File: src/rtl/dfm_pkg.sv
// Shared constants, types and decode helpers for the drive fault and status monitor
package dfm_pkg;

	// Clock rate and documented times
	localparam longint CLK_HZ = 125000000;
	localparam longint STALL_TIME_MS = 1600;
	localparam longint UV_TIME_MS = 80;
	localparam longint STALL_CYCLES = STALL_TIME_MS * CLK_HZ / 1000;
	localparam longint UV_CYCLES = UV_TIME_MS * CLK_HZ / 1000;

	// Current thresholds in percent of full-load current
	localparam int CUR_W = 8;
	localparam logic [CUR_W-1:0] STALL_MIN_PCT = 8'h28;
	localparam logic [CUR_W-1:0] STALL_REF_PCT = 8'h96;

	// Stall accumulator width: holds STALL_REF_PCT times STALL_CYCLES
	localparam int STALL_ACC_W = 40;

	// Reset values
	localparam logic RST_LOW = 1'b0;

	typedef enum logic [1:0] {
		DFM_RST_INT = 2'b00,
		DFM_RST_MAN = 2'b01,
		DFM_RST_MID = 2'b10
	} dfm_reset_pos_t;

	typedef enum logic [1:0] {
		DFM_PH_NONE = 2'b00,
		DFM_PH_18 = 2'b01,
		DFM_PH_30 = 2'b10
	} dfm_phase_t;

	// Two-colour indicator: both enables together give orange
	typedef struct packed {
		logic red;
		logic green;
	} dfm_led_t;

	// Comparator results from the power stage, all active high
	typedef struct packed {
		logic chg_res_low;
		logic bus_over120;
		logic bus_under75;
		logic bus_under85;
		logic bypass_on;
		logic raw24_low;
		logic rail15_high;
		logic ioc_over300;
	} dfm_sense_t;

	// Operator modes, active high
	typedef struct packed {
		logic run;
		logic jog;
		logic hold;
		logic ramp_stop;
	} dfm_mode_t;

	localparam dfm_led_t LED_OFF = 2'b00;

	function automatic dfm_led_t dfm_led(input logic red, input logic green);
		dfm_led_t l;
		l.red = red;
		l.green = green;
		return l;
	endfunction

endpackage

File: src/rtl/dfm_monitor.sv
// Drive fault latches, enable gating and status indicators
`timescale 1ns/100ps

// Function
// Bus indicator red at power-up, green once charging resistor drops below 35 V.
// Bus indicator returns red on bus voltage trip while drive not enabled.
// Bus indicator green again once the bus voltage trip clears.
// Each hall indicator red on south pole, dark on north pole.
// Pickup indicator: A green, B red, both colours, none dark.
// Enable on in run, jog or ramp stop when no fault present.
// Enable off on timer expiry, any fault, or all modes inactive.
// Latch stall fault when no 30 degree movement within stall time.
// Stall time inversely proportional to current, 1.6 s at 150 percent.
// Stall timer never expires below 40 percent current.
// Stall fault clears only on trip reset.
// Latch supply-loss trip when raw 24 V supply below 18 V.
// Also latch supply-loss trip when 15 V rail within 3 V of 24 V.
// Reset clears supply-loss and bus trips only if cause has gone.
// Bus trip set at once when bus above 120 percent.
// Bus trip set at once when bus below 75 percent.
// Bus trip after 80 ms continuous below 85 percent; timer restarts on recovery.
// Bus trip set while charging bypass contactor not energized.
// Latch overcurrent trip above 300 percent; clears only on trip reset.
// Phase indicator green none, orange 18 degrees, red 30 degrees.
// Digital reference when mode input or forced jumper set, else analog.
// Internal jumper: stop resets faults; manual: only middle position resets.
// Enable held off while reset jumper in middle position.
// Stall timer accumulates current increment above 40 percent, clears on rotation.
// Multi-colour indicators are red and green enable pairs.
module dfm_monitor #(
	parameter longint STALL_CYCLES = dfm_pkg::STALL_CYCLES,
	parameter longint UV_CYCLES = dfm_pkg::UV_CYCLES
) (
	input wire logic mclk,
	input wire logic reset,
	input wire dfm_pkg::dfm_sense_t sense,
	input wire logic [dfm_pkg::CUR_W-1:0] motor_current,
	input wire logic [2:0] hall_input,
	input wire logic pickup_sensor_a,
	input wire logic pickup_sensor_b,
	input wire dfm_pkg::dfm_mode_t mode,
	input wire logic stop_cmd,
	input wire dfm_pkg::dfm_reset_pos_t mode_jumper_position,
	input wire logic digital_mode_in,
	input wire logic forced_digital_jumper,
	input wire dfm_pkg::dfm_phase_t phase_sel,
	output dfm_pkg::dfm_led_t bus_status_led,
	output logic [2:0] hall_led,
	output dfm_pkg::dfm_led_t speed_pickup_indicator,
	output logic drive_enable_out,
	output logic enable_led,
	output logic stall_trip,
	output logic rail_drop_trip,
	output logic bus_voltage_trip,
	output logic instant_overcurrent_trip,
	output dfm_pkg::dfm_led_t phase_shift_indicator,
	output logic use_digital_ref
);
	localparam int UV_W = 40;
	localparam logic [UV_W-1:0] UV_LIMIT = UV_CYCLES[UV_W-1:0];

	logic trip_reset;
	logic jumper_mid;
	logic bus_cause;
	logic rail_cause;
	logic any_fault;
	logic enable_nxt;
	logic uv_expired_r;
	logic [UV_W-1:0] uv_cnt_r;
	logic charged_r;
	logic [4:0] pos_r;
	logic rotated;
	logic stall_expired;

	// An unused jumper code is treated as the middle position, which is the safe one
	assign jumper_mid = (mode_jumper_position != dfm_pkg::DFM_RST_INT)
		&& (mode_jumper_position != dfm_pkg::DFM_RST_MAN);

	// Manual position deliberately ignores stop so that faults stay visible
	assign trip_reset = jumper_mid
		|| (mode_jumper_position == dfm_pkg::DFM_RST_INT && stop_cmd);

	assign bus_cause = sense.bus_over120
		|| sense.bus_under75
		|| uv_expired_r
		|| !sense.bypass_on;

	assign rail_cause = sense.raw24_low || sense.rail15_high;

	assign any_fault = stall_trip || rail_drop_trip || bus_voltage_trip
		|| instant_overcurrent_trip || uv_expired_r;

	// Hold alone raises no enable; with all modes off the enable drops
	assign enable_nxt = (mode.run || mode.jog || mode.ramp_stop)
		&& !any_fault && !jumper_mid;

	// Any change of hall or pickup state is taken as 30 degrees of movement
	assign rotated = (pos_r != {hall_input, pickup_sensor_a, pickup_sensor_b});

	always_ff @(posedge mclk or posedge reset) begin
		if (reset) begin
			pos_r <= '0;
		end else begin
			pos_r <= {hall_input, pickup_sensor_a, pickup_sensor_b};
		end
	end

	dfm_stall_timer #(
		.STALL_CYCLES(STALL_CYCLES)
	) u_stall (
		.mclk(mclk),
		.reset(reset),
		.motor_current(motor_current),
		.rotated(rotated),
		.clear(trip_reset),
		.expired(stall_expired)
	);

	// Undervoltage timer: counts while below 85 percent, restarts on recovery
	always_ff @(posedge mclk or posedge reset) begin
		if (reset) begin
			uv_cnt_r <= '0;
			uv_expired_r <= dfm_pkg::RST_LOW;
		end else if (!sense.bus_under85) begin
			uv_cnt_r <= '0;
			uv_expired_r <= 1'b0;
		end else if (uv_cnt_r < UV_LIMIT - 1'b1) begin
			uv_cnt_r <= uv_cnt_r + 1'b1;
			uv_expired_r <= 1'b0;
		end else begin
			uv_expired_r <= 1'b1;
		end
	end

	// Fault latches: a set in the reset cycle wins over the clear
	always_ff @(posedge mclk or posedge reset) begin
		if (reset) begin
			stall_trip <= dfm_pkg::RST_LOW;
		end else if (stall_expired) begin
			stall_trip <= 1'b1;
		end else if (trip_reset) begin
			stall_trip <= 1'b0;
		end
	end

	always_ff @(posedge mclk or posedge reset) begin
		if (reset) begin
			rail_drop_trip <= dfm_pkg::RST_LOW;
		end else if (rail_cause) begin
			rail_drop_trip <= 1'b1;
		end else if (trip_reset) begin
			rail_drop_trip <= 1'b0;
		end
	end

	always_ff @(posedge mclk or posedge reset) begin
		if (reset) begin
			bus_voltage_trip <= dfm_pkg::RST_LOW;
		end else if (bus_cause) begin
			bus_voltage_trip <= 1'b1;
		end else if (trip_reset) begin
			bus_voltage_trip <= 1'b0;
		end
	end

	always_ff @(posedge mclk or posedge reset) begin
		if (reset) begin
			instant_overcurrent_trip <= dfm_pkg::RST_LOW;
		end else if (sense.ioc_over300) begin
			instant_overcurrent_trip <= 1'b1;
		end else if (trip_reset) begin
			instant_overcurrent_trip <= 1'b0;
		end
	end

	// Drive enable and its indicator
	always_ff @(posedge mclk or posedge reset) begin
		if (reset) begin
			drive_enable_out <= dfm_pkg::RST_LOW;
			enable_led <= dfm_pkg::RST_LOW;
		end else begin
			drive_enable_out <= enable_nxt;
			enable_led <= enable_nxt;
		end
	end

	// Charge state: once the charging resistor threshold is seen it stays charged until reset
	always_ff @(posedge mclk or posedge reset) begin
		if (reset) begin
			charged_r <= dfm_pkg::RST_LOW;
		end else if (sense.chg_res_low) begin
			charged_r <= 1'b1;
		end
	end

	always_ff @(posedge mclk or posedge reset) begin
		if (reset) begin
			bus_status_led <= dfm_pkg::dfm_led(1'b1, 1'b0);
		end else if (!charged_r || (bus_voltage_trip && !drive_enable_out)) begin
			bus_status_led <= dfm_pkg::dfm_led(1'b1, 1'b0);
		end else begin
			bus_status_led <= dfm_pkg::dfm_led(1'b0, 1'b1);
		end
	end

	// Position indicators
	always_ff @(posedge mclk or posedge reset) begin
		if (reset) begin
			hall_led <= '0;
			speed_pickup_indicator <= dfm_pkg::LED_OFF;
		end else begin
			hall_led <= hall_input;
			speed_pickup_indicator <= dfm_pkg::dfm_led(pickup_sensor_b, pickup_sensor_a);
		end
	end

	// Phase advance indicator and reference selection
	always_ff @(posedge mclk or posedge reset) begin
		if (reset) begin
			phase_shift_indicator <= dfm_pkg::LED_OFF;
		end else begin
			unique case (phase_sel)
				dfm_pkg::DFM_PH_NONE: phase_shift_indicator <= dfm_pkg::dfm_led(1'b0, 1'b1);
				dfm_pkg::DFM_PH_18: phase_shift_indicator <= dfm_pkg::dfm_led(1'b1, 1'b1);
				dfm_pkg::DFM_PH_30: phase_shift_indicator <= dfm_pkg::dfm_led(1'b1, 1'b0);
				default: phase_shift_indicator <= dfm_pkg::LED_OFF;
			endcase
		end
	end

	always_ff @(posedge mclk or posedge reset) begin
		if (reset) begin
			use_digital_ref <= dfm_pkg::RST_LOW;
		end else begin
			use_digital_ref <= digital_mode_in || forced_digital_jumper;
		end
	end

endmodule // dfm_monitor

File: src/rtl/dfm_stall_timer.sv
// Current-weighted stall timer accumulator
`timescale 1ns/100ps
module dfm_stall_timer #(
	parameter longint STALL_CYCLES = dfm_pkg::STALL_CYCLES
) (
	input wire logic mclk,
	input wire logic reset,
	input wire logic [dfm_pkg::CUR_W-1:0] motor_current,
	input wire logic rotated,
	input wire logic clear,
	output logic expired
);
	localparam longint LIMIT_L = longint'(dfm_pkg::STALL_REF_PCT) * STALL_CYCLES;
	localparam logic [dfm_pkg::STALL_ACC_W-1:0] LIMIT = LIMIT_L[dfm_pkg::STALL_ACC_W-1:0];

	logic [dfm_pkg::STALL_ACC_W-1:0] acc_r;
	logic [dfm_pkg::STALL_ACC_W-1:0] acc_nxt;
	logic [dfm_pkg::STALL_ACC_W-1:0] inc;

	assign inc = {{(dfm_pkg::STALL_ACC_W-dfm_pkg::CUR_W){1'b0}}, motor_current};

	// Time to expiry = LIMIT / current, so it shrinks inversely with current
	always_comb begin
		acc_nxt = acc_r;
		if (rotated || clear) begin
			acc_nxt = '0;
		end else if (motor_current >= dfm_pkg::STALL_MIN_PCT && acc_r < LIMIT) begin
			acc_nxt = acc_r + inc;
		end
	end

	always_ff @(posedge mclk or posedge reset) begin
		if (reset) begin
			acc_r <= '0;
		end else begin
			acc_r <= acc_nxt;
		end
	end

	always_ff @(posedge mclk or posedge reset) begin
		if (reset) begin
			expired <= dfm_pkg::RST_LOW;
		end else begin
			expired <= (acc_nxt >= LIMIT);
		end
	end

endmodule // dfm_stall_timer

File: config.mk
export PLATFORM = sky130hd
export DESIGN_NAME = dfm_monitor
export DESIGN_NICKNAME = d
export VERILOG_FILES = /design/src/rtl/dfm_pkg.sv /design/src/rtl/dfm_monitor.sv /design/src/rtl/dfm_stall_timer.sv
export SDC_FILE = /design/constraint.sdc
export NUM_CORES = 1
export LEC_CHECK = 0
export ABC_AREA = 1
export BUFFER_PORTS_ARGS = -buffer_cell sky130_fd_sc_hd__buf_2
export CELL_PAD_IN_SITES_DETAIL_PLACEMENT = 1
export CELL_PAD_IN_SITES_GLOBAL_PLACEMENT = 1
export CORE_ASPECT_RATIO = 1.1
export CORE_MARGIN = 2
export CORE_UTILIZATION = 44
export DETAILED_ROUTE_END_ITERATION = 10
export GPL_ROUTABILITY_DRIVEN = 1
export HOLD_SLACK_MARGIN = 0.02
export PLACE_DENSITY_LB_ADDON = 0.05
export REMOVE_ABC_BUFFERS = 1
export SLEW_MARGIN = 40
export SYNTH_ARGS = -nofsm -noshare
export SYNTH_HDL_FRONTEND = slang
export SYNTH_SLANG_ARGS = --single-unit
File: constraint.sdc
create_clock -name mclk -period 2.9 [get_ports mclk]
set_input_delay 0.145 -clock mclk [delete_from_list [all_inputs] [get_ports mclk]]
set_output_delay 0.145 -clock mclk [all_outputs]
set_load 0.005 [all_outputs]
==> results.md, run 1 <==
* Outcome: completed
* Crit path max-delay family: simple AND/OR/NAND/NOR gates
* Clock-pin slew on the worst setup and hold paths at 0.08 ns
* Async SR Flop Fraction at 100%
* H-Tree Depth at 3
* Switching fraction of total power at 26.6%
* Ranking of synthesized cells by area: dfrtp_1 (38%), nand2_1 (16%), inv_1 (7.5%)
* Die area at 15400 um2
* Area leader, netlist: dfrtp_1
* Core Util, Final at 51.0%
* Synth-to-Final Area Change at 14.9%
* Inserted Clock Buffers at 9
* Hold_sp: phase_sel[0]
* CP Max Fanout at 6
* Drt drc at 0
* GR Util All Layers at 26.1%
* Root buffer cell: clkbuf_16
* Vias per inst at 5.17
* Worst path slowest cell: fa_1
* CP most frequent cell: nand2_1
* Vias in the first global route at 6718
* Worst EP arrival at 2.93 ns
* Worst-path cell chain: ha_2 -> inv_1 -> fa_1 -> inv_1 -> buf_4 -> nand3_1 -> nand3_1 -> nand2_1 -> nor2_2 -> nand3_1 -> nand3_1 -> nand2_1 -> a21oi_1 -> nand2_1 -> nand2_1 -> nand2_1
* Sequential cell area at 2450 um2
* Pre-CTS WS at between 0.15 and 0.2 ns
* Multi-input logic area at 3270 um2
* Setup crit start kind: register
* N_diodes at 0
* TritonCTS clock tree: done
* Hold Crit Depth at 3
* Drt wl/cell at 16.3 um
* RSZ-0062 raised after global routing: no
* Row count at between 40 and 50
* Synthesis-stage register bit count at 98
* First-pass GRT wire length at between 30 and 40 mm
* DP Wirelength at 14.7 mm
* DRT Pass-1 Iters at 4
* Slew Viols, Final at 0
* Synth Flop Type: dfrtp_1
* Max Cap Viol at 0
* Max stage delay on crit path at 0.39 ns
* Final #Nets at 1024
* Depth of the most critical reg-to-reg path at 16
* Antenna-violating nets left at 0
* Synth top area share at 38.3%
* WL final at about 19 mm
* Commonest non-fill, non-tap cell in the layout: nand2_1
* Reg2Reg Capture Point: u_stall.expired
* Worst EP required at 3.16 ns
* Gr ovfl total at 0
* Worst Setup Slack, final at 0.232 ns
* Final Skew at between 0.009 and 0.01 ns
* Area of the core at approximately 14000 um2
* Fillers at between 1500 and 2000
* Crit Path Category: register to register
* 1st-iter DRT viols at ~160
* Skew-Pair Late Insertion Delay at ~0.37 ns
* Power density over the cells at 391 nW/um2
* IO Pins at 50
* Final worst-path cycle share at approximately nine tenths
* Pint at 2.09 mW
* Hold Vio Cnt, Final at 0
* Total power at around 2.8 mW
* EDFF count, synth at 0
* Syn Std Cell Area at 6340 um2
* Die Ht at around 130 um
* Commonest non-fill, non-tap cells in the layout: nand2_1 (267), inv_1 (125), nor2_1 (103)
* Net Switching at ~0.76 mW
* Final GP Congestion at 0.870
* Clock Power Share at 44.1%
* Leakage power at 3.74 nW
* Largest net degree at the start of global routing at 63
* # port buffers at 48
* Seq/Total Area, Yosys at 38.7%
* Die width at 118 um
* Origin of the critical flop-to-flop path: u_stall.acc_r[0]
* Synth Warn # at 0
* Relative slew slack at 57.0%
* Sink Count at between 90 and 100
* Worst path bufs/invs at 3
* Netlist cell types at 44
* Max Clk Rate at 375 MHz
* Syn Area/Cell at ~7 um2
* Setup tns final at 0 ns
* Worst IR Drop VDD at slightly above 0.3 mV
* Worst R2R Setup Slack at 0.23 ns
* Part of the power in registers at 48.8%
* Min Tclk post-route at 2.67 ns
* Share of layout cells above drive strength 1 at 14.4%
* Clock buffer depth at 2
* Routed via count at 6073
* Hold WC Path Type: primary input to register
* Comb pwr share at 7.1%
* Setup Viol. Count Final at 0
* Hold Path Sink: phase_shift_indicator[1]
* Cells after synthesis at 908
* Least-Margin Pin Slew at 0.641 ns
* Initial Util at 44.4%
* Crit. End Element: register
* Initial antenna violation count at 0
==> synth_stat cells, types with 2 or more instances <==
master      n
inv_2      11
a21oi_1    24
o21bai_1    4
nor2_4      5
dfrtp_1    97
buf_4       3
nor2_2     12
inv_1     126
buf_6       2
nand3b_1    8
nand2_4     2
nand2_1   268
nand4_1    24
o21ai_0    25
xnor2_1    12
xor2_1     11
a21oi_2     6
nor2_1    103
ha_1       11
o21ai_1     3
and3_1      3
nand3_2     9
buf_2       3
nor3_1     17
clkbuf_1    8
nor4_1     10
nand3_1    73
nand2_2    10
or2_2       3
==> kinds of logic (layout without fill, tap and decap cells) <==
logic type,Yosys count,after routing,synth area share [%]
and+or+nand+nor,551,551,39.5
buffers and inverters,155,230,9.91
DFF,98,98,38.7
AOI/OAI and AO/OA,69,69,6.27
xor gates and xnor gates,23,23,3.18
adders and majority gates,12,12,2.49
==> tightest hold or removal path: cells and delay by family <==
| family | cells | cell delay [ns] |
|---|---|---|
| adder cells (fa/ha/maj) | 1 | 0.12 |
| buffers and inverters | 2 | 0.16 |
==> layer usage <==
metal  track usage [%]  part of all wire [%]  up-vias
met1              29.0                    41     2959
met4              12.1                   3.9        0
li1                  -                     -     3000
met5                 0                     0        -
met3              2.53                   1.6       40
met2              50.6                    53       74
==> power by group through the flow <==
stage	registers (mW)	clock network (mW)	logic [mW]
after global placement	1.42	0	0.178
after detailed placement	1.42	0	0.188
final	1.39	1.26	0.202
after CTS	1.39	1.28	0.204
after floorplan	1.42	0	0.0993
after global routing	1.39	1.33	0.229
==> cell type report <==
cell class | instances | share of cell area, %
flip-flops and latches | 98 | 33.7
inverters | 138 | 7.18
clock buffers | 10 | 3.28
multi-input cells | 655 | 44.9
well taps | 192 | 3.30
clock inverters | 6 | 0.962
repair buffers | 76 | 6.70
==> worst max-delay path by stage <==
| stage | from | to | slack [ns] | cells after the start |
|---|---|---|---|---|
| 2_1_floorplan | reset | bus_status_led[0] | 0.19 | 1 |
| 3_3_place_gp | u_stall.acc_r[0] | u_stall.expired | 0.29 | 16 |
| 3_5_place_dp | u_stall.acc_r[0] | u_stall.expired | 0.19 | 16 |
| 4_1_cts | u_stall.acc_r[0] | u_stall.expired | 0.18 | 16 |
| 5_1_grt | u_stall.acc_r[0] | u_stall.expired | 0.03 | 19 |
| 6_report | u_stall.acc_r[0] | u_stall.expired | 0.23 | 16 |
==> what timing repair did <==
| item | in CTS | in global routing |
|---|---|---|
| endpoints found under the hold margin | 70 | 0 |
| hold buffers | 15 | 0 |
| setup buffers | 0 | 0 |
| gates resized for setup | 0 | 3 |
| setup endpoints to repair | 0 | 1 |
==> sequential cells by signal, indices dropped and copies added, names as in the netlist <==
name / cells
u_stall.acc_r: 40
uv_cnt_r: 40
hall_led: 3
bus_status_led: 2
phase_shift_indicator: 2
pos_r: 2
bus_voltage_trip: 1
charged_r: 1
enable_led: 1
instant_overcurrent_trip: 1
rail_drop_trip: 1
stall_trip: 1
u_stall.expired: 1
use_digital_ref: 1
uv_expired_r: 1
==> stage by stage <==
stage / hold slack (ns) / instance area (um2) / instances
2_1_floorplan: 0.176 / 6230 / 891
3_3_place_gp: 0.278 / 6810 / 1144
6_report: 0.0871 / 7280 / 1175
5_1_grt: 0.0975 / 7280 / 1175
3_5_place_dp: 0.280 / 6810 / 1144
4_1_cts: 0.0801 / 7270 / 1175
(Power assumes the default switching activity.)
==> run 2, diff against run 1 <==
--- a/config.mk
+++ b/config.mk
@@ -8,13 +8,14 @@
 export ABC_AREA = 1
 export BUFFER_PORTS_ARGS = -buffer_cell sky130_fd_sc_hd__buf_2
 export CELL_PAD_IN_SITES_DETAIL_PLACEMENT = 1
-export CELL_PAD_IN_SITES_GLOBAL_PLACEMENT = 1
+export CELL_PAD_IN_SITES_GLOBAL_PLACEMENT = 2
 export CORE_ASPECT_RATIO = 1.1
 export CORE_MARGIN = 2
-export CORE_UTILIZATION = 44
+export CORE_UTILIZATION = 35
 export DETAILED_ROUTE_END_ITERATION = 10
 export GPL_ROUTABILITY_DRIVEN = 1
 export HOLD_SLACK_MARGIN = 0.02
+export MAX_ROUTING_LAYER = met4
 export PLACE_DENSITY_LB_ADDON = 0.05
 export REMOVE_ABC_BUFFERS = 1
 export SLEW_MARGIN = 40
==> run 2 against run 1 <==
  * Die area rose by 25%
  * Design area rose by 0.98%
  * Total power fell by 0.84%
  * Sequential share of layout area fell by 0.33 points
  * Via count fell by 0.94%
  * Largest power group unchanged
  * Critical path depth rose by 1
  * Clock power barely moved
  * Critical path type unchanged
==> results.md, run 2 (synthesis results as in run 1) <==
* Outcome: completed
* Initial Util at 35.7% (-8.7 points)
* Relative slew slack at 53.2% (-3.8 points)
* Commonest non-fill, non-tap cell in the layout: nand2_1
* Clock-pin slew on the worst setup and hold paths at 0.08 ns (about the same)
* 1st-iter DRT viols at 227 (+46%)
* Final Skew at 0.00805 ns (-0.00157 ns)
* IO Pins at 50 (unchanged)
* CP most frequent cell: nand2_1
* Drt wl/cell at 15.9 um (-2.4%)
* Vias in the first global route at 6623 (-1.4%)
* Final #Nets at 1026 (+0.20%)
* Switching fraction of total power at 26.4% (-0.22 points)
* Hold Crit Depth at 3 (unchanged)
* Depth of the most critical reg-to-reg path at 17 (+1)
* Sink Count at 98 (unchanged)
* Largest net degree at the start of global routing at 53 (-16%)
* Gr ovfl total at 0 (unchanged)
* Worst EP required at 3.20 ns (+0.04 ns)
* Total power at 2.83 mW (-0.84%)
* Area of the core at 17700 um2 (+24%)
* Routed via count at 6016 (-0.94%)
* Setup Viol. Count Final at 0 (unchanged)
* Final std cells w/o fill at 1223 (+4.1%)
* Worst R2R Setup Slack at 0.33 ns (+0.10 ns)
* Crit path max-delay family: simple AND/OR/NAND/NOR gates
* Vias per inst at 4.92 (-4.8%)
* Max Clk Rate at 389 MHz (+3.9%)
* DP Area at 6900 um2 (+1.2%)
* Max Cap Viol at 0 (unchanged)
* WL final at 19.4 mm (+1.5%)
* GR Util All Layers at 21.8% (-4.4 points)
* Worst-path cell chain: ha_1 -> nand2_1 -> nor2_1 -> nand3_1 -> nand3_1 -> inv_2 -> nor2_4 -> nand2_1 -> nand2_1 -> inv_2 -> nor2_2 -> nand2_1 -> nor2_1 -> nand2_1 -> nand2_1 -> nand2_1 -> nand2_1
* Clock buffer depth at 2 (unchanged)
* Comb pwr share at 7.1% (about the same)
* Worst Setup Slack, final at 0.331 ns (+0.0994 ns)
* First-pass GRT wire length at 32.8 mm (+2.3%)
* Root buffer cell: clkbuf_16
* Pint at 2.08 mW (-0.54%)
* Die width at 132 um (+12%)
* Core Util, Final at 41.5% (-9.6 points)
* Hold WC Path Type: primary input to register
* Initial antenna violation count at 0 (unchanged)
* Part of the power in registers at 49.2% (+0.4 points)
* Worst path depth at 17 (+1)
* Slew Viols, Final at 0 (unchanged)
* Final GP Congestion at 0.862 (-0.91%)
* Crit. End Element: register
* DP Wirelength at 14.9 mm (+1.1%)
* Biggest regs: u_stall.acc_r (40), uv_cnt_r (40), hall_led (3)
* # Post-CTS Setup Buffers at 0 (unchanged)
* Sequential cell area at 2450 um2 (unchanged)
* Worst path slowest cell: dfrtp_1
* Skew-Pair Late Insertion Delay at 0.36 ns (about the same)
* Share of layout cells above drive strength 1 at 14.4% (-0.029 points)
* Clock Power Share at 43.8% (-0.3 points)
* Final instance area at 7350 um2 (+0.98%)
* # port buffers at 48 (unchanged)
* DRT Pass-1 Iters at 4 (unchanged)
* Leakage power at 3.75 nW (+0.24%)
* Antenna-violating nets left at 0 (unchanged)
* Final worst-path cycle share at 88.6% (-3.4 points)
* RSZ-0062 raised after global routing: no
* Worst IR Drop VDD at 0.248 mV (-19%)
* CP Max Fanout at 5 (-1)
* Multi-input logic area at 3270 um2 (unchanged)
* Power density over the cells at 384 nW/um2 (-1.8%)
* Least-Margin Pin Slew at 0.702 ns (+0.0612 ns)
* Die area at 19200 um2 (+25%)
* Net Switching at 0.745 mW (-1.7%)
* Min Tclk post-route at 2.57 ns (-0.0994 ns)
* H-Tree Depth at 3 (unchanged)
* Drt drc at 0 (unchanged)
* TritonCTS clock tree: done
* Hold_sp: phase_sel[0]
* Hold Vio Cnt, Final at 0 (unchanged)
* Crit Path Category: register to register
* Row count at 51 (+11%)
* Fillers at 2340 (+22%)
* Die Ht at 145 um (+12%)
* Reg2Reg Capture Point: u_stall.expired
* Setup tns final at 0 ns (unchanged)
* Worst path bufs/invs at 2 (-1)
* Synth-to-Final Area Change at 16.0%
* Hold Path Sink: phase_shift_indicator[1]
* Inserted Clock Buffers at 9 (unchanged)
* Commonest non-fill, non-tap cells in the layout: nand2_1 (268), inv_1 (125), nor2_1 (103)
* Worst EP arrival at 2.87 ns (-0.06 ns)
* Pre-CTS WS at 0.227 ns (+0.0352 ns)
* Final hold slack at 0.0997 ns (+0.0127 ns)
* Max stage delay on crit path at 0.39 ns (about the same)
* N_diodes at 0 (unchanged)
* Origin of the critical flop-to-flop path: u_stall.acc_r[3]
* Placed cell count at 1192 (+4.2%)
* Setup crit start kind: register
run 2: per-layer routing:
layer | vias to the layer above | track usage (%) | wire [um]
li1 | 3013 | - | -
met1 | 2910 | 25.4 | 8520
met2 | 67 | 39.1 | 10100
met3 | 26 | 2.80 | 340
met4 | 0 | 6.24 | 431
met5 | - | - | 0
run 2: final cells by class:
class                   instances  share of cell area (%)
multi-input cells             655                    44.5
well taps                     238                    4.05
clock buffers                  10                    3.25
clock inverters                 6                   0.800
flip-flops and latches         98                    33.4
repair buffers                 78                    7.01
inverters                     138                    7.08
run 2: worst min-delay path: stages:
cell and delay [ns]:
buf_2 0.11, inv_1 0.05, ha_1 0.12
run 2: how the worst max path moves through the flow:
stage | startpoint | to | slack (ns)
CTS | u_stall.acc_r[0] | u_stall.expired | 0.21
finish | u_stall.acc_r[3] | u_stall.expired | 0.33
global placement | u_stall.acc_r[0] | u_stall.expired | 0.31
floorplan | reset | bus_status_led[0] | 0.19
global route | u_stall.acc_r[3] | u_stall.expired | 0.02
detailed placement | u_stall.acc_r[0] | u_stall.expired | 0.23
run 2: what timing repair did:
| item | in CTS | in global routing |
|---|---|---|
| setup endpoints to repair | 0 | 1 |
| endpoints found under the hold margin | 61 | 0 |
| gates resized for setup | 0 | 2 |
| hold buffers | 15 | 0 |
run 2: power groups by stage:
| stage | Combinational, mW | Clock (mW) | Sequential, mW |
|---|---|---|---|
| after CTS | 0.204 | 1.28 | 1.39 |
| after global routing | 0.226 | 1.32 | 1.39 |
| after floorplan | 0.0993 | 0 | 1.42 |
| after global placement | 0.183 | 0 | 1.42 |
| after detailed placement | 0.188 | 0 | 1.42 |
| final | 0.200 | 1.24 | 1.39 |
